**src/common/hpms_consts.vh**
```
`ifndef HPMS_CONSTS_VH
`define HPMS_CONSTS_VH

// system clock rate, hz
`define HPMS_CLK_HZ 250000000
// reference oscillator rate, hz, and the two multipliers
`define HPMS_REF_HZ 14745600
`define HPMS_MULT_LO 4'h4
`define HPMS_MULT_HI 4'h8

// clock-mode strap codes, strap a is the msb
`define HPMS_MODE_FIXED 3'h2
`define HPMS_MODE_FAST_AUTO 3'h5
`define HPMS_MODE_SLOW_AUTO 3'h7

// serial rates in bits per second
`define HPMS_FIXED_BPS 115200
`define HPMS_MIN_BPS 300
`define HPMS_MAX_BPS 230400

// character framing: start, eight data, stop
`define HPMS_CHAR_BITS 4'hA
`define HPMS_DATA_BITS 8
`define HPMS_DIV_W 20

// host data pin roles in serial mode
`define HPMS_PIN_DTR 0
`define HPMS_PIN_RTS 1
`define HPMS_PIN_CTS 2
`define HPMS_PIN_DSR 3
`define HPMS_PIN_DCD 4
`define HPMS_PIN_RI 5
`define HPMS_PIN_MUTE 6
`define HPMS_PIN_HOOK 7
// pins the device drives in serial mode
`define HPMS_SER_OE_MASK 8'hFC

// clock output divider width, output is the msb
`define HPMS_CLKDIV_W 2

`endif

```
**src/core/hpms_uart.v**
```verilog
`timescale 1ns/1ps
`include "hpms_consts.vh"

module hpms_uart #(
  parameter DIV_W = `HPMS_DIV_W
) (
  input wire clk_sys,
  input wire rst,
  input wire clk_en,
  input wire [DIV_W-1:0] divisor,
  input wire tx_valid,
  input wire [7:0] tx_data,
  output reg tx_ready,
  output reg tx_line,
  input wire rx_line,
  output reg rx_valid,
  output reg [7:0] rx_data,
  output reg rx_frame_err
);

  // one-hot states, shared shape for both directions
  localparam ST_IDLE = 2'b01;
  localparam ST_SHIFT = 2'b10;

  ////////////////////////////////////////////////////////////////////////
  // transmitter
  reg [1:0] tx_state_reg; // transmit state
  reg [9:0] tx_shift_reg; // stop, data, start
  reg [3:0] tx_bits_reg; // bits left in the character
  reg [DIV_W-1:0] tx_baud_reg; // cycles left in the bit

  // shift one character out lsb first
  always @(posedge clk_sys or posedge rst) begin
    if (rst) begin
      tx_state_reg <= ST_IDLE;
      tx_shift_reg <= 10'h3FF;
      tx_bits_reg <= 4'h0;
      tx_baud_reg <= {DIV_W{1'b0}};
      tx_ready <= 1'b1;
      tx_line <= 1'b1;
    end else if (clk_en) begin
      case (tx_state_reg)
        ST_IDLE: begin
          tx_line <= 1'b1;
          if (tx_valid && tx_ready) begin
            // 10-bit frame: stop 1, data, start 0
            tx_shift_reg <= {1'b1, tx_data, 1'b0};
            tx_bits_reg <= `HPMS_CHAR_BITS;
            tx_baud_reg <= {DIV_W{1'b0}};
            tx_ready <= 1'b0;
            tx_state_reg <= ST_SHIFT;
          end else begin
            tx_ready <= 1'b1;
          end
        end
        ST_SHIFT: begin
          if (tx_baud_reg == {DIV_W{1'b0}}) begin
            // bit boundary
            if (tx_bits_reg == 4'h0) begin
              tx_line <= 1'b1;
              tx_ready <= 1'b1;
              tx_state_reg <= ST_IDLE;
            end else begin
              tx_line <= tx_shift_reg[0];
              tx_shift_reg <= {1'b1, tx_shift_reg[9:1]};
              tx_bits_reg <= tx_bits_reg - 4'h1;
              tx_baud_reg <= divisor - {{(DIV_W-1){1'b0}}, 1'b1};
            end
          end else begin
            tx_baud_reg <= tx_baud_reg - {{(DIV_W-1){1'b0}}, 1'b1};
          end
        end
        default: begin
          tx_state_reg <= ST_IDLE;
        end
      endcase
    end
  end

  ////////////////////////////////////////////////////////////////////////
  // receiver
  reg [1:0] rx_state_reg; // receive state
  reg [9:0] rx_shift_reg; // collected samples
  reg [3:0] rx_bits_reg; // samples still due
  reg [DIV_W-1:0] rx_baud_reg; // cycles to next sample

  // sample at mid bit; a start glitch shows as a frame error
  always @(posedge clk_sys or posedge rst) begin
    if (rst) begin
      rx_state_reg <= ST_IDLE;
      rx_shift_reg <= 10'h000;
      rx_bits_reg <= 4'h0;
      rx_baud_reg <= {DIV_W{1'b0}};
      rx_valid <= 1'b0;
      rx_data <= 8'h00;
      rx_frame_err <= 1'b0;
    end else if (clk_en) begin
      rx_valid <= 1'b0;
      case (rx_state_reg)
        ST_IDLE: begin
          if (!rx_line) begin
            // half a bit to reach the middle of the start bit
            rx_baud_reg <= {1'b0, divisor[DIV_W-1:1]};
            rx_bits_reg <= `HPMS_CHAR_BITS;
            rx_state_reg <= ST_SHIFT;
          end
        end
        ST_SHIFT: begin
          if (rx_baud_reg == {DIV_W{1'b0}}) begin
            if (rx_bits_reg == 4'h0) begin
              // frame done: start must be 0, stop must be 1
              rx_data <= rx_shift_reg[8:1];
              rx_valid <= 1'b1;
              rx_frame_err <= rx_shift_reg[0] | ~rx_shift_reg[9];
              rx_state_reg <= ST_IDLE;
            end else begin
              rx_shift_reg <= {rx_line, rx_shift_reg[9:1]};
              rx_bits_reg <= rx_bits_reg - 4'h1;
              rx_baud_reg <= (rx_bits_reg == 4'h1) ? {DIV_W{1'b0}} :
                divisor - {{(DIV_W-1){1'b0}}, 1'b1};
            end
          end else begin
            rx_baud_reg <= rx_baud_reg - {{(DIV_W-1){1'b0}}, 1'b1};
          end
        end
        default: begin
          rx_state_reg <= ST_IDLE;
        end
      endcase
    end
  end

endmodule

```
**src/core/hpms_pin_mux.v**
```verilog
`timescale 1ns/1ps
`include "hpms_consts.vh"

module hpms_pin_mux #(
  parameter DIV_W = `HPMS_DIV_W,
  // longest bit accepted by autobaud, in clock cycles
  parameter MAX_BIT_CYCLES = `HPMS_CLK_HZ / `HPMS_MIN_BPS
) (
  input wire clk_sys,
  input wire rst,
  input wire clk_en,
  // straps
  input wire clock_strap_a,
  input wire clock_strap_b,
  input wire clock_strap_c,
  input wire interface_type_strap,
  // strap results
  output reg [2:0] mode_code,
  output reg mode_reserved,
  output reg [3:0] pll_mult,
  output reg autobaud_en,
  output reg serial_mode,
  output reg straps_latched,
  output reg baud_locked,
  output wire divided_clock_output,
  // serial pins
  input wire serial_in_pin,
  output reg serial_out_pin,
  // shared host data pins
  input wire [7:0] host_data_in,
  output reg [7:0] host_data_out,
  output reg [7:0] host_data_oe,
  // parallel control pins
  input wire access_select_a,
  input wire access_select_b,
  input wire byte_half_flag,
  input wire host_chip_select_n,
  input wire host_strobe_a_n,
  input wire host_strobe_b_n,
  input wire host_addr_strobe_n,
  input wire host_read_write,
  output reg host_wait_ready,
  output reg host_irq_out,
  // modem core side, serial
  input wire core_tx_valid,
  input wire [7:0] core_tx_data,
  output reg core_tx_ready,
  output reg core_rx_valid,
  output reg [7:0] core_rx_data,
  output reg core_rx_frame_err,
  input wire core_cts,
  input wire core_dsr,
  input wire core_dcd,
  input wire core_ri,
  input wire core_mute,
  input wire core_off_hook,
  output reg core_dtr,
  output reg core_rts,
  // modem core side, parallel
  input wire [7:0] core_hp_data_out,
  input wire core_hp_data_oe,
  input wire core_hp_ready,
  input wire core_hp_irq,
  output reg [7:0] core_hp_data_in,
  output reg [1:0] core_hp_access_sel,
  output reg core_hp_byte_half,
  output reg core_hp_cs_n,
  output reg core_hp_strobe_a_n,
  output reg core_hp_strobe_b_n,
  output reg core_hp_addr_strobe_n,
  output reg core_hp_read_write
);

  // cycle counts derived from the clock rate, cut to the divisor width
  localparam integer FIXED_DIV_I = `HPMS_CLK_HZ / `HPMS_FIXED_BPS;
  localparam integer MIN_BIT_I = `HPMS_CLK_HZ / `HPMS_MAX_BPS;
  localparam integer MAX_BIT_I = MAX_BIT_CYCLES;
  localparam [DIV_W-1:0] FIXED_DIV = FIXED_DIV_I[DIV_W-1:0];
  localparam [DIV_W-1:0] MIN_BIT = MIN_BIT_I[DIV_W-1:0];
  localparam [DIV_W-1:0] MAX_BIT = MAX_BIT_I[DIV_W-1:0];

  ////////////////////////////////////////////////////////////////////////
  // strap capture
  wire [2:0] strap_code; // a is the msb
  assign strap_code = {clock_strap_a, clock_strap_b, clock_strap_c};

  // async reset loads constants; straps are caught by the first enabled
  // edge after release, then frozen until the next reset
  always @(posedge clk_sys or posedge rst) begin
    if (rst) begin
      straps_latched <= 1'b0;
      mode_code <= 3'h0;
      mode_reserved <= 1'b0;
      pll_mult <= `HPMS_MULT_LO;
      autobaud_en <= 1'b0;
      serial_mode <= 1'b0;
    end else if (clk_en && !straps_latched) begin
      straps_latched <= 1'b1;
      mode_code <= strap_code;
      serial_mode <= ~interface_type_strap;
      case (strap_code)
        `HPMS_MODE_FIXED: begin
          pll_mult <= `HPMS_MULT_LO;
          autobaud_en <= 1'b0;
          mode_reserved <= 1'b0;
        end
        `HPMS_MODE_FAST_AUTO: begin
          pll_mult <= `HPMS_MULT_HI;
          autobaud_en <= 1'b1;
          mode_reserved <= 1'b0;
        end
        `HPMS_MODE_SLOW_AUTO: begin
          pll_mult <= `HPMS_MULT_LO;
          autobaud_en <= 1'b1;
          mode_reserved <= 1'b0;
        end
        default: begin
          // illegal code from the system: flag it, fall back safely
          pll_mult <= `HPMS_MULT_LO;
          autobaud_en <= 1'b0;
          mode_reserved <= 1'b1;
        end
      endcase
    end
  end

  ////////////////////////////////////////////////////////////////////////
  // clock output divider
  reg [`HPMS_CLKDIV_W-1:0] clkdiv_reg; // free divide-by-four counter

  // msb of a 2-bit counter is a quarter rate clock for either multiplier
  always @(posedge clk_sys or posedge rst) begin
    if (rst) begin
      clkdiv_reg <= {`HPMS_CLKDIV_W{1'b0}};
    end else if (clk_en) begin
      clkdiv_reg <= clkdiv_reg + {{(`HPMS_CLKDIV_W-1){1'b0}}, 1'b1};
    end
  end
  assign divided_clock_output = clkdiv_reg[`HPMS_CLKDIV_W-1];

  ////////////////////////////////////////////////////////////////////////
  // autobaud: time the first low pulse, the start bit of a character
  // whose first data bit is one; out of range pulses are dropped
  localparam AB_IDLE = 3'b001;
  localparam AB_LOW = 3'b010;
  localparam AB_LOCK = 3'b100;

  reg [2:0] ab_state_reg; // autobaud state
  reg [DIV_W-1:0] ab_count_reg; // width of the low pulse
  reg [DIV_W-1:0] divisor_reg; // cycles per bit for the uart
  wire serial_active; // serial mode settled after capture
  assign serial_active = straps_latched & serial_mode;

  always @(posedge clk_sys or posedge rst) begin
    if (rst) begin
      ab_state_reg <= AB_IDLE;
      ab_count_reg <= {DIV_W{1'b0}};
      divisor_reg <= FIXED_DIV;
      baud_locked <= 1'b0;
    end else if (clk_en) begin
      case (ab_state_reg)
        AB_IDLE: begin
          ab_count_reg <= {DIV_W{1'b0}};
          if (serial_active && !autobaud_en) begin
            divisor_reg <= FIXED_DIV;
            baud_locked <= 1'b1;
            ab_state_reg <= AB_LOCK;
          end else if (serial_active && !serial_in_pin) begin
            ab_state_reg <= AB_LOW;
          end
        end
        AB_LOW: begin
          if (!serial_in_pin) begin
            // saturate so a stuck line cannot wrap into range
            if (ab_count_reg != MAX_BIT) begin
              ab_count_reg <= ab_count_reg + {{(DIV_W-1){1'b0}}, 1'b1};
            end
          end else if (ab_count_reg >= MIN_BIT &&
                       ab_count_reg < MAX_BIT) begin
            divisor_reg <= ab_count_reg + {{(DIV_W-1){1'b0}}, 1'b1};
            baud_locked <= 1'b1;
            ab_state_reg <= AB_LOCK;
          end else begin
            ab_state_reg <= AB_IDLE;
          end
        end
        AB_LOCK: begin
          // rate holds until the next reset
          baud_locked <= 1'b1;
        end
        default: begin
          ab_state_reg <= AB_IDLE;
        end
      endcase
    end
  end

  ////////////////////////////////////////////////////////////////////////
  // uart; receive line is held idle until the rate is known, which hides
  // the timing start bit; later zeros of that character still reach the
  // receiver, so hosts should time with an all-ones character
  wire uart_rx_line; // gated receive line
  wire uart_tx_ready; // transmitter can take a byte
  wire uart_tx_line; // transmitter output
  wire uart_rx_valid; // byte received
  wire [7:0] uart_rx_data; // received byte
  wire uart_rx_err; // framing error on that byte
  assign uart_rx_line = serial_in_pin | ~baud_locked;

  hpms_uart #(
    .DIV_W(DIV_W)
  ) u_uart (
    .clk_sys(clk_sys),
    .rst(rst),
    .clk_en(clk_en),
    .divisor(divisor_reg),
    .tx_valid(core_tx_valid & baud_locked),
    .tx_data(core_tx_data),
    .tx_ready(uart_tx_ready),
    .tx_line(uart_tx_line),
    .rx_line(uart_rx_line),
    .rx_valid(uart_rx_valid),
    .rx_data(uart_rx_data),
    .rx_frame_err(uart_rx_err)
  );

  ////////////////////////////////////////////////////////////////////////
  // serial-mode levels for the shared data pins
  wire [7:0] ser_pin_val; // driven levels, inputs read as zero
  localparam [7:0] SER_OE = `HPMS_SER_OE_MASK; // pins driven in serial
  assign ser_pin_val[`HPMS_PIN_DTR] = 1'b0;
  assign ser_pin_val[`HPMS_PIN_RTS] = 1'b0;
  assign ser_pin_val[`HPMS_PIN_CTS] = core_cts;
  assign ser_pin_val[`HPMS_PIN_DSR] = core_dsr;
  assign ser_pin_val[`HPMS_PIN_DCD] = core_dcd;
  assign ser_pin_val[`HPMS_PIN_RI] = core_ri;
  assign ser_pin_val[`HPMS_PIN_MUTE] = core_mute;
  assign ser_pin_val[`HPMS_PIN_HOOK] = core_off_hook;

  // per-pin output mux; nothing drives before the straps are caught
  genvar gi;
  generate
    for (gi = 0; gi < 8; gi = gi + 1) begin : g_pin
      always @(posedge clk_sys or posedge rst) begin
        if (rst) begin
          host_data_out[gi] <= 1'b0;
          host_data_oe[gi] <= 1'b0;
        end else if (clk_en) begin
          if (!straps_latched) begin
            host_data_out[gi] <= 1'b0;
            host_data_oe[gi] <= 1'b0;
          end else if (serial_mode) begin
            host_data_out[gi] <= ser_pin_val[gi];
            host_data_oe[gi] <= SER_OE[gi];
          end else begin
            host_data_out[gi] <= core_hp_data_out[gi];
            host_data_oe[gi] <= core_hp_data_oe;
          end
        end
      end
    end
  endgenerate

  ////////////////////////////////////////////////////////////////////////
  // remaining pin and core-side routing, all registered
  wire par_active; // parallel mode settled after capture
  assign par_active = straps_latched & ~serial_mode;

  always @(posedge clk_sys or posedge rst) begin
    if (rst) begin
      serial_out_pin <= 1'b1;
      core_tx_ready <= 1'b0;
      core_rx_valid <= 1'b0;
      core_rx_data <= 8'h00;
      core_rx_frame_err <= 1'b0;
      core_dtr <= 1'b0;
      core_rts <= 1'b0;
      core_hp_data_in <= 8'h00;
      core_hp_access_sel <= 2'h0;
      core_hp_byte_half <= 1'b0;
      core_hp_cs_n <= 1'b1;
      core_hp_strobe_a_n <= 1'b1;
      core_hp_strobe_b_n <= 1'b1;
      core_hp_addr_strobe_n <= 1'b1;
      core_hp_read_write <= 1'b1;
      host_wait_ready <= 1'b0;
      host_irq_out <= 1'b0;
    end else if (clk_en) begin
      // serial side: uart pins idle high in parallel mode
      serial_out_pin <= serial_active ? uart_tx_line : 1'b1;
      core_tx_ready <= serial_active & baud_locked & uart_tx_ready;
      core_rx_valid <= serial_active & uart_rx_valid;
      core_rx_data <= uart_rx_data;
      core_rx_frame_err <= serial_active & uart_rx_err;
      core_dtr <= serial_active & host_data_in[`HPMS_PIN_DTR];
      core_rts <= serial_active & host_data_in[`HPMS_PIN_RTS];
      // parallel side: controls pass only in parallel mode, else idle
      if (par_active) begin
        core_hp_data_in <= host_data_in;
        core_hp_access_sel <= {access_select_b, access_select_a};
        core_hp_byte_half <= byte_half_flag;
        core_hp_cs_n <= host_chip_select_n;
        core_hp_strobe_a_n <= host_strobe_a_n;
        core_hp_strobe_b_n <= host_strobe_b_n;
        core_hp_addr_strobe_n <= host_addr_strobe_n;
        core_hp_read_write <= host_read_write;
        host_wait_ready <= core_hp_ready;
        host_irq_out <= core_hp_irq;
      end else begin
        core_hp_data_in <= 8'h00;
        core_hp_access_sel <= 2'h0;
        core_hp_byte_half <= 1'b0;
        core_hp_cs_n <= 1'b1;
        core_hp_strobe_a_n <= 1'b1;
        core_hp_strobe_b_n <= 1'b1;
        core_hp_addr_strobe_n <= 1'b1;
        core_hp_read_write <= 1'b1;
        host_wait_ready <= 1'b0;
        host_irq_out <= 1'b0;
      end
    end
  end

endmodule

```
**config.mk**
```make
export PLATFORM = sky130hd
export DESIGN_NAME = hpms_pin_mux
export DESIGN_NICKNAME = d
export VERILOG_FILES = /design/src/core/hpms_uart.v /design/src/core/hpms_pin_mux.v
export VERILOG_INCLUDE_DIRS = /design/src /design/src/common
export SDC_FILE = /design/constraint.sdc
export NUM_CORES = 1
export LEC_CHECK = 0
export BUFFER_PORTS_ARGS = -buffer_cell sky130_fd_sc_hd__buf_2
export CAP_MARGIN = 20
export CORE_UTILIZATION = 54
export DETAILED_ROUTE_END_ITERATION = 10
export PLACE_DENSITY = 0.87
export SLEW_MARGIN = 15
export SYNTH_ARGS = -nofsm -noshare
export SYNTH_HDL_FRONTEND = slang
export SYNTH_SLANG_ARGS = --single-unit
```
**constraint.sdc**
```tcl
create_clock -name clk_sys -period 6.1 [get_ports clk_sys]
set_input_delay 1.22 -clock clk_sys [delete_from_list [all_inputs] [get_ports clk_sys]]
set_output_delay 1.22 -clock clk_sys [all_outputs]
set_load 0.005 [all_outputs]
```
# Word-level counts from Yosys, hierarchy flattened
# Cells that the tools add are included.
dict set report op_classes {
  addsub 7
  order_cmp 2
  eq_ne 28
  muxes 89
  n_bitwise 17
  n_reduce_logical 32
}
# op n
set op_table {}
lappend op_table {{20-bit 2-to-1 mux} 12}
lappend op_table {{20-bit one-hot mux with 2 select lines} 4}
lappend op_table {{20-bit by 1-bit subtractor with 20-bit output, second input constant} 3}
lappend op_table {{1-bit 2-to-1 mux} 42}
lappend op_table {{20-bit zero test} 2}
lappend op_table {{4-bit AND reduction} 9}
lappend op_table {{10-bit 2-to-1 mux} 3}
lappend op_table {{4-bit 2-to-1 mux} 7}
lappend op_table {{20-bit by 1-bit adder with 20-bit output, second input constant} 1}
lappend op_table {{20-bit by 11-bit greater-or-equal comparator with 1-bit output, second input constant} 1}
lappend op_table {{20-bit less-than comparator, second input constant} 1}
lappend op_table {{20-bit inequality test, second input constant} 1}
lappend op_table {{10-bit one-hot mux with 2 select lines} 1}
lappend op_table {{5-bit AND reduction} 4}
lappend op_table {{2-bit inequality test, second input constant} 8}
lappend op_table {{4-bit one-hot mux with 2 select lines} 2}
lappend op_table {{2-bit 2-to-1 mux} 7}
lappend op_table {{3-bit 2-to-1 mux} 4}
lappend op_table {{2-bit by 1-bit inequality test with 1-bit output, second input constant} 5}
lappend op_table {{1-bit AND} 9}
lappend op_table {{3-bit equality test, second input constant} 3}
lappend op_table {{3-bit inequality test, second input constant} 3}
lappend op_table {{3-bit one-hot mux with 3 select lines} 1}
lappend op_table {{4-bit zero test} 2}
lappend op_table {{other kinds (20)} 40}
dict set report totals {
  ff_bits 183
  inputBits 50
  out_inout_bits 61
}

# Longest topological paths before layout
# Gate-level depths: netlist of run 1.
dict set report logic_depth {
  depth_word 5
  depth_mapped 10
  ltp_nobuf 8
}

# By module
# From an unflattened synthesis of run 1, not the netlist that was laid out.
dict set report hier_totals {
  hier_cells 1023
  area_unflattened_um2 9932.0
}
# mod instances cells_each area_each_um2 seq_area_each_um2
set by_module_without_submodules {}
lappend by_module_without_submodules {hpms_uart 1 587 5187.5 2093.3}
lappend by_module_without_submodules {hpms_pin_mux 1 436 4744.6 2444.8}

# Worst setup path after synthesis of run 1
# No wires, ideal clock.
dict set report synth_timing {
  path_kind {input port to flip-flop}
  start {input port serial_in_pin}
  end {register u_uart.rx_baud_reg[7]}
  setup_ps 78
  arrival_time_ps 2740
  setup_slack_ps 3282
  cell_stages 8
  cell_sequence {nor2b_1 -> o21ai_0 -> or2_2 -> buf_1 -> a31oi_1 -> clkbuf_1 -> o21ai_0 -> o2bb2ai_1}
}
dict set report synth_via {
  elab_chain_len 3
}
# element line
set synth_rtl {}
lappend synth_rtl {{from (decl)} hpms_pin_mux.v:27} ;# input wire serial_in_pin,
lappend synth_rtl {{1-bit OR} hpms_pin_mux.v:208} ;# assign uart_rx_line = serial_in_pin | ~baud_locked;
lappend synth_rtl {{2-bit inequality test (no source line)} -}
lappend synth_rtl {{4-bit AND reduction (no source line)} -}
lappend synth_rtl {{to (signal assigned)} hpms_uart.v:103} ;# rx_baud_reg <= {1'b0, divisor[DIV_W-1:1]};
lappend synth_rtl {{to (signal assigned)} hpms_uart.v:119} ;# rx_baud_reg <= (rx_bits_reg == 4'h1) ? {DIV_W{1'b0}} :
lappend synth_rtl {{to (signal assigned)} hpms_uart.v:123} ;# rx_baud_reg <= rx_baud_reg - {{(DIV_W-1){1'b0}}, 1'b1};
lappend synth_rtl {{to (decl)} hpms_uart.v:85} ;# reg [DIV_W-1:0] rx_baud_reg;
# No other way between the ends.
# A chain may end at the register's enable or synchronous reset.

# Worst setup path in the final report of run 1
dict set report layout_timing {
  start {input port clk_en}
  end {register u_uart.tx_baud_reg[16]}
}
dict set report layout_via {
  elab_chain_len 1
}
# element line
set layout_rtl {}
lappend layout_rtl {{from (decl)} hpms_pin_mux.v:11} ;# input wire clk_en,
lappend layout_rtl {{4-bit AND reduction (no source line)} -}
lappend layout_rtl {{to (signal assigned)} hpms_uart.v:38} ;# tx_baud_reg <= {DIV_W{1'b0}};
lappend layout_rtl {{to (signal assigned)} hpms_uart.v:49} ;# tx_baud_reg <= {DIV_W{1'b0}};
lappend layout_rtl {{to (signal assigned)} hpms_uart.v:67} ;# tx_baud_reg <= divisor - {{(DIV_W-1){1'b0}}, 1'b1};
lappend layout_rtl {{to (decl)} hpms_uart.v:30} ;# reg [DIV_W-1:0] tx_baud_reg;
# No other way between the ends.

==> metrics.md, run 1 <==
| Metric | Value |
|---|---|
| Filler cell count | `1,364` |
| Setup crit start | `clk_en` |
| Most common cell after layout, fill and taps aside | `dfrtp_1` |
| CTS Root Cell | `clkbuf_16` |
| Min Clock Period, post-route | `3.64 ns` |
| Vias | `8,807` |
| Syn avg cell area | `9.38 um2` |
| Vias/cell | `6.46` |
| Area of the multi-input gates | `4920 um2` |
| Worst Hold Path Cells | `1` |
| Pre-CTS setup slack | `2.05 ns` |
| Cell Chain, Critical Path | `buf_2 -> nand2b_1 -> a211oi_1 -> o31ai_1 -> buf_4 -> a21oi_1 -> o21ai_0 -> o21ai_0` |
| Post-synthesis async set-or-reset flop share | `1.00` |
| Critical Path End Type | `flop` |
| Sequential fraction of the synthesis area | `0.460` |
| Cts repair resizes | `0` |
| Vias in the first global route | `8,308` |
| Total GRT Usage | `0.288` |
| Cell count after synthesis | `1,052` |
| Pre-Repair DR Iteration Count | `5` |
| Row count | `49` |
| Synth Register Bits | `180` |
| CORE AREA | `18,000 um2` |
| First-pass GRT wire length | `42.3 mm` |
| DIE AREA | `18,800 um2` |
| Area contributors post-synth | `dfrtp_1 39%, dfstp_2 7.2%, mux2_2 5.2%, o21ai_0 4.8%, nor2_1 3.7%` |
| Worst-Skew Late Latency | `0.45 ns` |
| Post-synth top area share | `0.388` |
| Critical path arrival | `4.00 ns` |
| Port bufs | `108` |
| # IOs | `111` |
| GR Overflow Total | `0` |
| Post-synth EDFFs | `0` |
| Setup crit start kind | `primary input` |
| Post-synthesis cell area | `9870 um2` |
| Worst path slowest cell | `a211oi_1` |
| Tightest Pin Transition | `1.15 ns` |
| Worst-path fanout max | `32` |
| Clock sinks | `180` |
| Setup CP Type | `in -> reg` |
| Largest stage delay, worst path | `1.00 ns` |
| Drt total wl | `26.1 mm` |
| DR WL/cell | `19.1 um` |
| Post-route worst setup slack | `2.46 ns` |
| RSZ-0062 raised after global routing | `no` |
| Die height | `137 um` |
| Layout area overhead | `13.0%` |
| Skew final | `0.0108 ns` |
| Register area | `4540 um2` |
| Leak Pwr | `4.91 nW` |
| Clock Path Buffers | `2` |
| Final setup TNS | `0 ns` |
| Post-CTS Setup Inserts | `0` |
| Most frequent cells in the layout | `153 x dfrtp_1, 108 x buf_2, 98 x nor2_1` |
| CP most frequent cell | `o21ai_0` |
| Iter 0 DRT Violations | `1,194` |
| Outcome | `finished, final reports clean` |
| YS warnings | `0` |
| Worst-path clk slew | `0.08 ns` |
| Worst min-delay path class | `reg -> reg` |
| Fin. Hold Viols | `0` |
| Final Total Pwr | `4.97 mW` |
| Critical path depth | `8` |
| Net count reported at finish | `1,188` |
| Final worst-path cycle share | `0.597` |
| Fin util | `0.621` |
| Power density cells | `446 nW/um2` |
| R2R depth | `6` |
| Routability Congestion | `0.943` |
| Max-Cap Viols | `0` |
| Slew Limit Fails | `0` |
| Diode count | `0` |
| # hold bufs at CTS | `0` |
| Post-DP HPWL | `17.7 mm` |
| Initial cell density of the core | `0.549` |
| Synth area leader | `dfrtp_1` |
| Worst Path Required | `6.46 ns` |
| Critical R2R Launch | `u_uart.tx_baud_reg[4]$_DFFE_PP0P_` |
| Fin cells | `1,364` |
| Dominant synthesized flop cell | `dfrtp_1` |
| Post-Place Cells | `1,331` |
| Final setup fails | `0` |
| CTS tree | `yes` |
| Die width | `137 um` |
| Drc violations | `0` |
| Htree depth | `4` |
| Max Freq | `0.275 GHz` |
| Post-DRT Antenna Nets | `0` |
| Pin count of the biggest net entering global routing | `74` |
| Crit path buffers/inverters | `2` |
| Worst path top cell family by delay | `compound AO/OA/AOI/OAI gates` |
| Worst vdd ir | `0.379 mV` |
| HP Start | `clkdiv_reg[0]$_DFFE_PP0P_` |
| Worst slew margin | `0.228` |
| Num CTS Buffers | `17` |
| Initial antenna violation count | `0` |
| Layout cells sized above 1 | `0.215` |
| Post-synth cell types | `70` |
-- kinds of logic (layout without fill, tap and decap cells) --
kind of cell	count (synthesis)	count (layout)	synth area share
compound gates	278	278	0.183
xor+xnor	49	49	0.0435
flops	180	180	0.460
buf+inv	105	187	0.0444
fa+ha+maj	16	16	0.0203
mux	61	61	0.0677
simple gates	362	362	0.181
other cells	1	2	0.000380
-- synthesized netlist by cell type (all sizes together) (20+ instances only) --
cell / count
dfrtp: 153
nor2: 98
o21ai: 95
nand2: 94
clkbuf: 56
mux2: 46
a21oi: 42
nor3: 40
inv: 31
xnor2: 30
dfstp: 27
nand3: 23
nor4: 23
a31oi: 21
a22o: 20
-- where the power goes --
group	switching, mW	total, mW	internal (mW)
registers	0.237	1.69	1.46
logic	1.36	2.13	0.772
clock network	0.577	1.14	0.565
total	2.17	4.97	2.79
-- cell type report --
| cell class | instances | area share |
|---|---|---|
| multi-input cells | 768 | 0.441 |
| well taps | 229 | 0.0257 |
| clock inverters | 15 | 0.0184 |
| repair buffers | 123 | 0.0584 |
| flip-flops and latches | 180 | 0.407 |
| clock buffers | 17 | 0.0382 |
| inverters | 32 | 0.0112 |
-- per-stage QoR --
step	area (um2)	hold slack (ns)
after global placement	10500	0.454
after CTS	11100	0.476
final	11100	0.479
after global routing	11100	0.489
after floorplan	9870	0.439
after detailed placement	10500	0.458
-- final timing paths --
path / endpoint / slack, ns
worst max register to register: u_uart.tx_baud_reg[10]$_DFFE_PP0P_ / 2.51
worst min-delay path: clkdiv_reg[0]$_DFFE_PP0P_ / 0.48
min in group asynchronous: u_uart.tx_baud_reg[14]$_DFFE_PP0P_ / 0.86
worst max-delay path: u_uart.tx_baud_reg[16]$_DFFE_PP0P_ / 2.46
max in group asynchronous: u_uart.tx_baud_reg[0]$_DFFE_PP0P_ / 4.08
worst min register to register: clkdiv_reg[0]$_DFFE_PP0P_ / 0.48
-- metal layers --
| layer | routed length [um] | global-route usage | up-vias |
|---|---|---|---|
| met5 | 0 | 0 | - |
| met4 | 996 | 0.142 | 0 |
| met3 | 2040 | 0.0585 | 100 |
| met2 | 12100 | 0.432 | 472 |
| met1 | 11000 | 0.399 | 4280 |
| li1 | - | - | 3955 |
Note: power is estimated with default switching activity, not from simulation.
==> run 2, diff against run 1 <==
ABC_AREA = 1   (was unset)
clock period = 2.9 ns   (was 6.1 ns; I/O delays follow)
==> run 2 against run 1 <==
Die area rose by 5.6%. Synthesized cell count rose by 34%. First-iteration DRC count fell by 23%. Register-to-register slack got worse by 2.2 ns. Final cell count rose by 30%. Global-route usage fell by 0.086 points. Core utilization rose by 0.77 points. Clock skew rose by 0.0045 ns. Sequential share of layout area fell by 2.4 points.
==> metrics.md, run 2 <==
| Metric | Value |
|---|---|
| CORE AREA | `18,800 um2 (+4.8%)` |
| Iter 0 DRT Violations | `921 (-23%)` |
| Dpl cell area | `11,200 um2 (+6.6%)` |
| Post-synth cell types | `49 (-30%)` |
| Drc violations | `0 (unchanged)` |
| First-pass GRT wire length | `45.5 mm (+7.4%)` |
| Min Clock Period, post-route | `2.59 ns` |
| Outcome | `finished, final reports clean` |
| Sequential fraction of the synthesis area | `0.435 (-0.0247)` |
| Post-DRT Antenna Nets | `0 (unchanged)` |
| Worst-path clk slew | `0.08 ns (about the same)` |
| Worst vdd ir | `0.518 mV (+37%)` |
| Port bufs | `108 (unchanged)` |
| Slew Limit Fails | `0 (unchanged)` |
| Most frequent cell after synthesis | `nand2_1` |
| Cts repair resizes | `0 (unchanged)` |
| Pin count of the biggest net entering global routing | `38 (-49%)` |
| Tightest Pin Transition | `0.821 ns (-0.331 ns)` |
| Post-CTS Setup Inserts | `0 (unchanged)` |
| Pre-Repair DR Iteration Count | `6 (+1)` |
| RSZ-0062 raised after global routing | `no` |
| Setup CP Type | `reg -> reg` |
| Critical Path End Type | `flop` |
| DR WL/cell | `15.2 um (-20%)` |
| Initial cell density of the core | `0.554 (+0.00447)` |
| Internal power | `6.20 mW (+120%)` |
| Flop2flop setup slack | `0.31 ns (-2.20 ns)` |
| Initial antenna violation count | `1 (+1)` |
| Dominant synthesized flop cell | `dfrtp_1` |
| Vias in the first global route | `9,331 (+12%)` |
| Worst min-delay path class | `in -> async` |
| Gate power share | `0.481 (+0.052)` |
| DIE AREA | `19,900 um2 (+5.6%)` |
| Area contributors post-synth | `dfrtp_1 37%, nand2_1 16%, dfstp_2 6.8%, nand3_1 5.7%, inv_1 5.2%` |
| Layout cells sized above 1 | `0.152 (-0.0625)` |
| Setup crit start kind | `flop` |
| Fin. Hold Viols | `0 (unchanged)` |
| Max-Cap Viols | `0 (unchanged)` |
| Final setup TNS | `0 ns (unchanged)` |
| GR Overflow Total | `0 (unchanged)` |
| CTS Root Cell | `clkbuf_16` |
| Worst slew margin | `0.452 (+0.224)` |
| WHS | `0.281 ns (-0.197 ns)` |
| Leak Pwr | `5.88 nW (+20%)` |
| Sw power | `5.54 mW (+160%)` |
| Htree depth | `4 (unchanged)` |
| Row count | `50 (+2.0%)` |
| Power density cells | `993 nW/um2 (+120%)` |
| Post-synth top area share | `0.367 (-0.0208)` |
| Final worst-path cycle share | `0.894` |
| # IOs | `111 (unchanged)` |
| Critical path arrival | `2.92 ns (-1.08 ns)` |
| # hold bufs at CTS | `0 (unchanged)` |
| Top post-synthesis cells by count | `445 x nand2_1, 153 x dfrtp_1, 145 x inv_1` |
| Most common cell after layout, fill and taps aside | `nand2_1` |
| Synth area leader | `dfrtp_1` |
| Skew final | `0.0153 ns (+0.00451 ns)` |
| Switching portion of total power | `0.472 (+0.0343)` |
| Post-synth EDFFs | `0 (unchanged)` |
| Sequential Power Share | `0.312 (-0.029)` |
| Synth Register Bits | `180 (unchanged)` |
| Post-synthesis async set-or-reset flop share | `1.00 (unchanged)` |
| Die width | `141 um (+2.8%)` |
| Final setup fails | `0 (unchanged)` |
| Clk pwr share | `0.207 (-0.023)` |
| Clock Path Buffers | `2 (unchanged)` |
| Total GRT Usage | `0.287 (-0.000862)` |
| Cell count after synthesis | `1,406 (+34%)` |
| Syn avg cell area | `7.42 um2 (-21%)` |
| Post-synthesis cell area | `10,400 um2 (+5.7%)` |
| Vias/cell | `5.47 (-15%)` |
| Drt total wl | `27.1 mm (+3.7%)` |
| Vias | `9,716 (+10%)` |
| Layout area overhead | `13.4%` |
| Clock sinks | `180 (unchanged)` |
| Die height | `141 um (+2.8%)` |
| Most frequent cells in the layout | `445 x nand2_1, 153 x dfrtp_1, 144 x inv_1` |
| Routability Congestion | `0.999 (+6.0%)` |
| Design Area, Final | `11,800 um2 (+6.1%)` |
| Post-DP HPWL | `19.7 mm (+11%)` |
| YS warnings | `0 (unchanged)` |
| Filler cell count | `1,606 (+18%)` |
| Net count reported at finish | `1,568 (+32%)` |
| CTS tree | `yes` |
| Worst-path fanout max | `20 (-38%)` |
| Num CTS Buffers | `17 (unchanged)` |
| Worst-Skew Late Latency | `0.45 ns (about the same)` |
| Worst Path Required | `3.23 ns (-3.23 ns)` |
| Max Freq | `0.386 GHz` |
[run 2: cell count changes after synthesis, sizes merged, moves of 21 or more]
cell / previous run / this run
a31oi: 21 / 0
clkbuf: 56 / 14
inv: 31 / 150
mux2: 46 / 0
nand2: 94 / 449
nand3: 23 / 120
nor2: 98 / 166
nor3: 40 / 16
nor4: 23 / 0
o21ai: 95 / 129
xnor2: 30 / 3
[run 2: power groups by stage]
stage	sequential, mW	combinational [mW]	clock [mW]
after floorplan	3.56	4.44	0
after global placement	3.67	5.37	0
after detailed placement	3.69	5.51	0
after CTS	3.65	5.58	2.44
after global routing	3.74	6.36	2.54
final	3.67	5.65	2.43
[run 2: cell type report]
cell class | count | area (um2) | share of cell area
multi-input cells | 1030 | 5060 | 0.427
flip-flops and latches | 180 | 4540 | 0.384
repair buffers | 121 | 701 | 0.0592
inverters | 152 | 574 | 0.0485
clock buffers | 17 | 425 | 0.0360
well taps | 260 | 325 | 0.0275
clock inverters | 15 | 209 | 0.0177
diodes | 1 | 2.50 | 0.000212
[run 2: per-stage QoR]
step	utilization	power [mW]	std cells	worst slack, ns
4_1_cts	0.628	11.7	1775	0.352
3_5_place_dp	0.594	9.20	1743	0.375
5_1_grt	0.628	12.6	1775	0.0335
6_report	0.628	11.7	1776	0.308
2_1_floorplan	-	8.00	1407	0.0335
3_3_place_gp	0.594	9.04	1743	0.503
[run 2: worst max-delay path, cell delays in order, from the launching register on]
cell and delay (ns):
dfstp_2 0.54, inv_1 0.05, ha_1 0.34, inv_1 0.37, nor2_1 0.12, nand4_1 0.12, nand3_1 0.58, nand2_1 0.26
nand2_1 0.08
[run 2: layer usage]
layer | global-route usage | vias up | part of all wire
li1 | - | 4715 | -
met1 | 0.377 | 4566 | 0.43
met2 | 0.475 | 375 | 0.48
met3 | 0.0503 | 60 | 0.065
met4 | 0.113 | 0 | 0.025
met5 | 0 | - | 0
[run 2: cell families after synthesis]
family | Yosys count | synth area share
buffers and inverters | 197 | 0.0805
adders and majority gates | 16 | 0.0192
xor gates and xnor gates | 37 | 0.0311
and+or+nand+nor | 773 | 0.319
AOI/OAI and AO/OA | 202 | 0.115
DFF | 180 | 0.435
other | 1 | 0.000360
[run 2: final timing paths]
check	endpoint	cells after the start	startpoint
max	u_uart.tx_baud_reg[13]$_DFFE_PP0P_	8	u_uart.tx_state_reg[0]$_DFFE_PP1P_
min in group clk_sys	serial_mode$_DFFE_PP0P_	2	interface_type_strap
max in group asynchronous	divisor_reg[6]$_DFFE_PP1P_	3	rst
min	core_hp_access_sel[0]$_DFFE_PP0P_	2	rst
min reg2reg	clkdiv_reg[0]$_DFFE_PP0P_	1	clkdiv_reg[0]$_DFFE_PP0P_
max reg2reg	u_uart.tx_baud_reg[13]$_DFFE_PP0P_	8	u_uart.tx_state_reg[0]$_DFFE_PP1P_
==> run 3, diff against run 2 <==
CORE_UTILIZATION = 64   (was 54)
PLACE_DENSITY = 0.95   (was 0.87)
clock period = 3.3 ns   (was 2.9 ns; I/O delays follow)
==> run 3 against run 2 <==
Register-to-register slack better by 0.25 ns. Combinational power down 12%. Core utilization up 11 points. First-iteration DRC count up 11%. Sequential share of layout area up 0.38 points. Worst hold slack worse by 0.045 ns. Non-clock buffer count down 4. Worst setup slack better by 0.25 ns. Die area down 15%. Critical path type unchanged. Highest routed layer unchanged.
==> metrics.md, run 3 (synthesis gave the netlist of run 2 again) <==
| Metric | Value |
|---|---|
| Row count | `46 (-8.0%)` |
| Die width | `130 um (-8.0%)` |
| # IOs | `111 (unchanged)` |
| RSZ-0062 raised after global routing | `no` |
| Iter 0 DRT Violations | `1,025 (+11%)` |
| Clock Path Buffers | `2 (unchanged)` |
| Vias in the first global route | `9,771 (+4.7%)` |
| Fin util | `0.738 (+0.109)` |
| FF-to-FF End | `u_uart.tx_baud_reg[18]$_DFFE_PP0P_` |
| Clock sinks | `180 (unchanged)` |
| Vias/cell | `5.84 (+6.8%)` |
| Most frequent cells in the layout | `445 x nand2_1, 153 x dfrtp_1, 144 x inv_1` |
| Initial cell density of the core | `0.657 (+0.103)` |
| Leak Pwr | `5.86 nW (-0.47%)` |
| Final setup fails | `0 (unchanged)` |
| Final worst-path cycle share | `0.832 (-0.0623)` |
| R2R depth | `9 (+1)` |
| Setup CP Type | `reg -> reg` |
| Design Area, Final | `11,700 um2 (-0.97%)` |
| Dpl cell area | `11,100 um2 (-1.2%)` |
| Worst-path fanout max | `16 (-20%)` |
| Slew Limit Fails | `0 (unchanged)` |
| # hold bufs at CTS | `0 (unchanged)` |
| Tightest Pin Transition | `0.810 ns (-0.0104 ns)` |
| Diode count | `0 (-1)` |
| Setup crit start kind | `flop` |
| GR Overflow Total | `0 (unchanged)` |
| Port bufs | `108 (unchanged)` |
| Fin cells | `1,727 (-2.8%)` |
| CTS Root Cell | `clkbuf_16` |
| CORE AREA | `15,900 um2 (-16%)` |
| Fin. Hold Viols | `0 (unchanged)` |
| Outcome | `finished, final reports clean` |
| Pre-CTS setup slack | `0.184 ns (-0.191 ns)` |
| Worst-path clk slew | `0.07 ns (about the same)` |
| Final setup TNS | `0 ns (unchanged)` |
| Critical Path Sink | `u_uart.tx_baud_reg[18]$_DFFE_PP0P_` |
| Max-Cap Viols | `0 (unchanged)` |
| WHS | `0.236 ns (-0.0449 ns)` |
| Vias | `10.1k (+3.9%)` |
| Worst min-delay path class | `in -> async` |
| Post-Place Cells | `1,695 (-2.8%)` |
| Worst slew margin | `0.458 (+0.00659)` |
| Critical R2R Launch | `u_uart.tx_state_reg[0]$_DFFE_PP1P_` |
| Setup crit start | `u_uart.tx_state_reg[0]$_DFFE_PP1P_` |
| Filler cell count | `1,146 (-29%)` |
| CTS tree | `yes` |
| Post-route worst setup slack | `0.556 ns (+0.248 ns)` |
| Pin count of the biggest net entering global routing | `99 (+160%)` |
| Power density cells | `893 nW/um2 (-10%)` |
| Flop2flop setup slack | `0.56 ns (+0.25 ns)` |
| Final Total Pwr | `10.5 mW (-11%)` |
| Routability Congestion | `0.991 (-0.80%)` |
| Die height | `130 um (-8.0%)` |
| Initial antenna violation count | `0 (-1)` |
| Pre-Repair DR Iteration Count | `6 (unchanged)` |
| Layout area overhead | `12.3%` |
| Drt total wl | `28.6 mm (+5.7%)` |
| Worst Path Required | `3.62 ns (+0.39 ns)` |
| Critical path arrival | `3.06 ns (+0.14 ns)` |
| DR WL/cell | `16.6 um (+8.7%)` |
| Total GRT Usage | `0.368 (+0.0803)` |
| Cts repair resizes | `0 (unchanged)` |
| DIE AREA | `16,800 um2 (-15%)` |
| Critical Path End Type | `flop` |
| Max Freq | `0.364 GHz (-5.5%)` |
| Htree depth | `4 (unchanged)` |
| Most common cell after layout, fill and taps aside | `nand2_1` |
| Post-DRT Antenna Nets | `0 (unchanged)` |
| Layout cells sized above 1 | `0.151 (-0.00158)` |
| First-pass GRT wire length | `47.6 mm (+4.8%)` |
| Min Clock Period, post-route | `2.74 ns (+0.152 ns)` |
| Worst vdd ir | `0.528 mV (+1.9%)` |
| Drc violations | `0 (unchanged)` |
| Num CTS Buffers | `17 (unchanged)` |
| Skew final | `0.0127 ns (-0.00260 ns)` |
| Worst-Skew Late Latency | `0.44 ns (about the same)` |
| Post-CTS Setup Inserts | `0 (unchanged)` |
| Net count reported at finish | `1,564 (-0.26%)` |
| Post-DP HPWL | `19.6 mm (-0.63%)` |
run 3: worst min-delay path by stage:
stage                                              to                   startpoint  slack (ns)  cells past startpoint
global route        u_uart.tx_bits_reg[3]$_DFFE_PP0P_                          rst        0.27                      2
finish                      clkdiv_reg[1]$_DFFE_PP0P_                          rst        0.24                      2
floorplan                   clkdiv_reg[0]$_DFFE_PP0P_    clkdiv_reg[0]$_DFFE_PP0P_        0.44                      1
detailed placement        core_rx_data[4]$_DFFE_PP0P_  core_rx_data[4]$_DFFE_PP0P_        0.46                      2
CTS                 u_uart.tx_bits_reg[3]$_DFFE_PP0P_                          rst        0.24                      2
global placement             mode_code[0]$_DFFE_PP0P_     mode_code[0]$_DFFE_PP0P_        0.45                      2
run 3: layer usage:
metal	vias up	global-route usage	routed length, um
met5	-	0	0
met4	0	0.183	1360
met3	125	0.0784	2300
met2	556	0.596	13700
met1	4740	0.469	11300
li1	4673	-	-
run 3: area by class of cell:
type | instances | area (um2) | area share
Clock buffer | 17 | 425 | 0.0363
Inverter | 152 | 574 | 0.0490
Clock inverter | 15 | 229 | 0.0195
Multi-Input combinational cell | 1030 | 5060 | 0.432
Sequential cell | 180 | 4540 | 0.387
Tap cell | 216 | 270 | 0.0231
Timing Repair Buffer | 117 | 621 | 0.0530
run 3: report_power, final:
group          internal (mW)  switching [mW]
registers               2.77           0.479
clock network           1.18            1.03
logic                   1.61            3.39
run 3: critical path, cell delays in order (launching register included):
cell,delay (ns)
dfstp_2,0.37
inv_1,0.06
ha_1,0.43
inv_1,0.31
nor2_1,0.24
nand4_1,0.16
nand4_1,0.42
clkinv_1,0.40
nand2_1,0.15
nand2_1,0.07
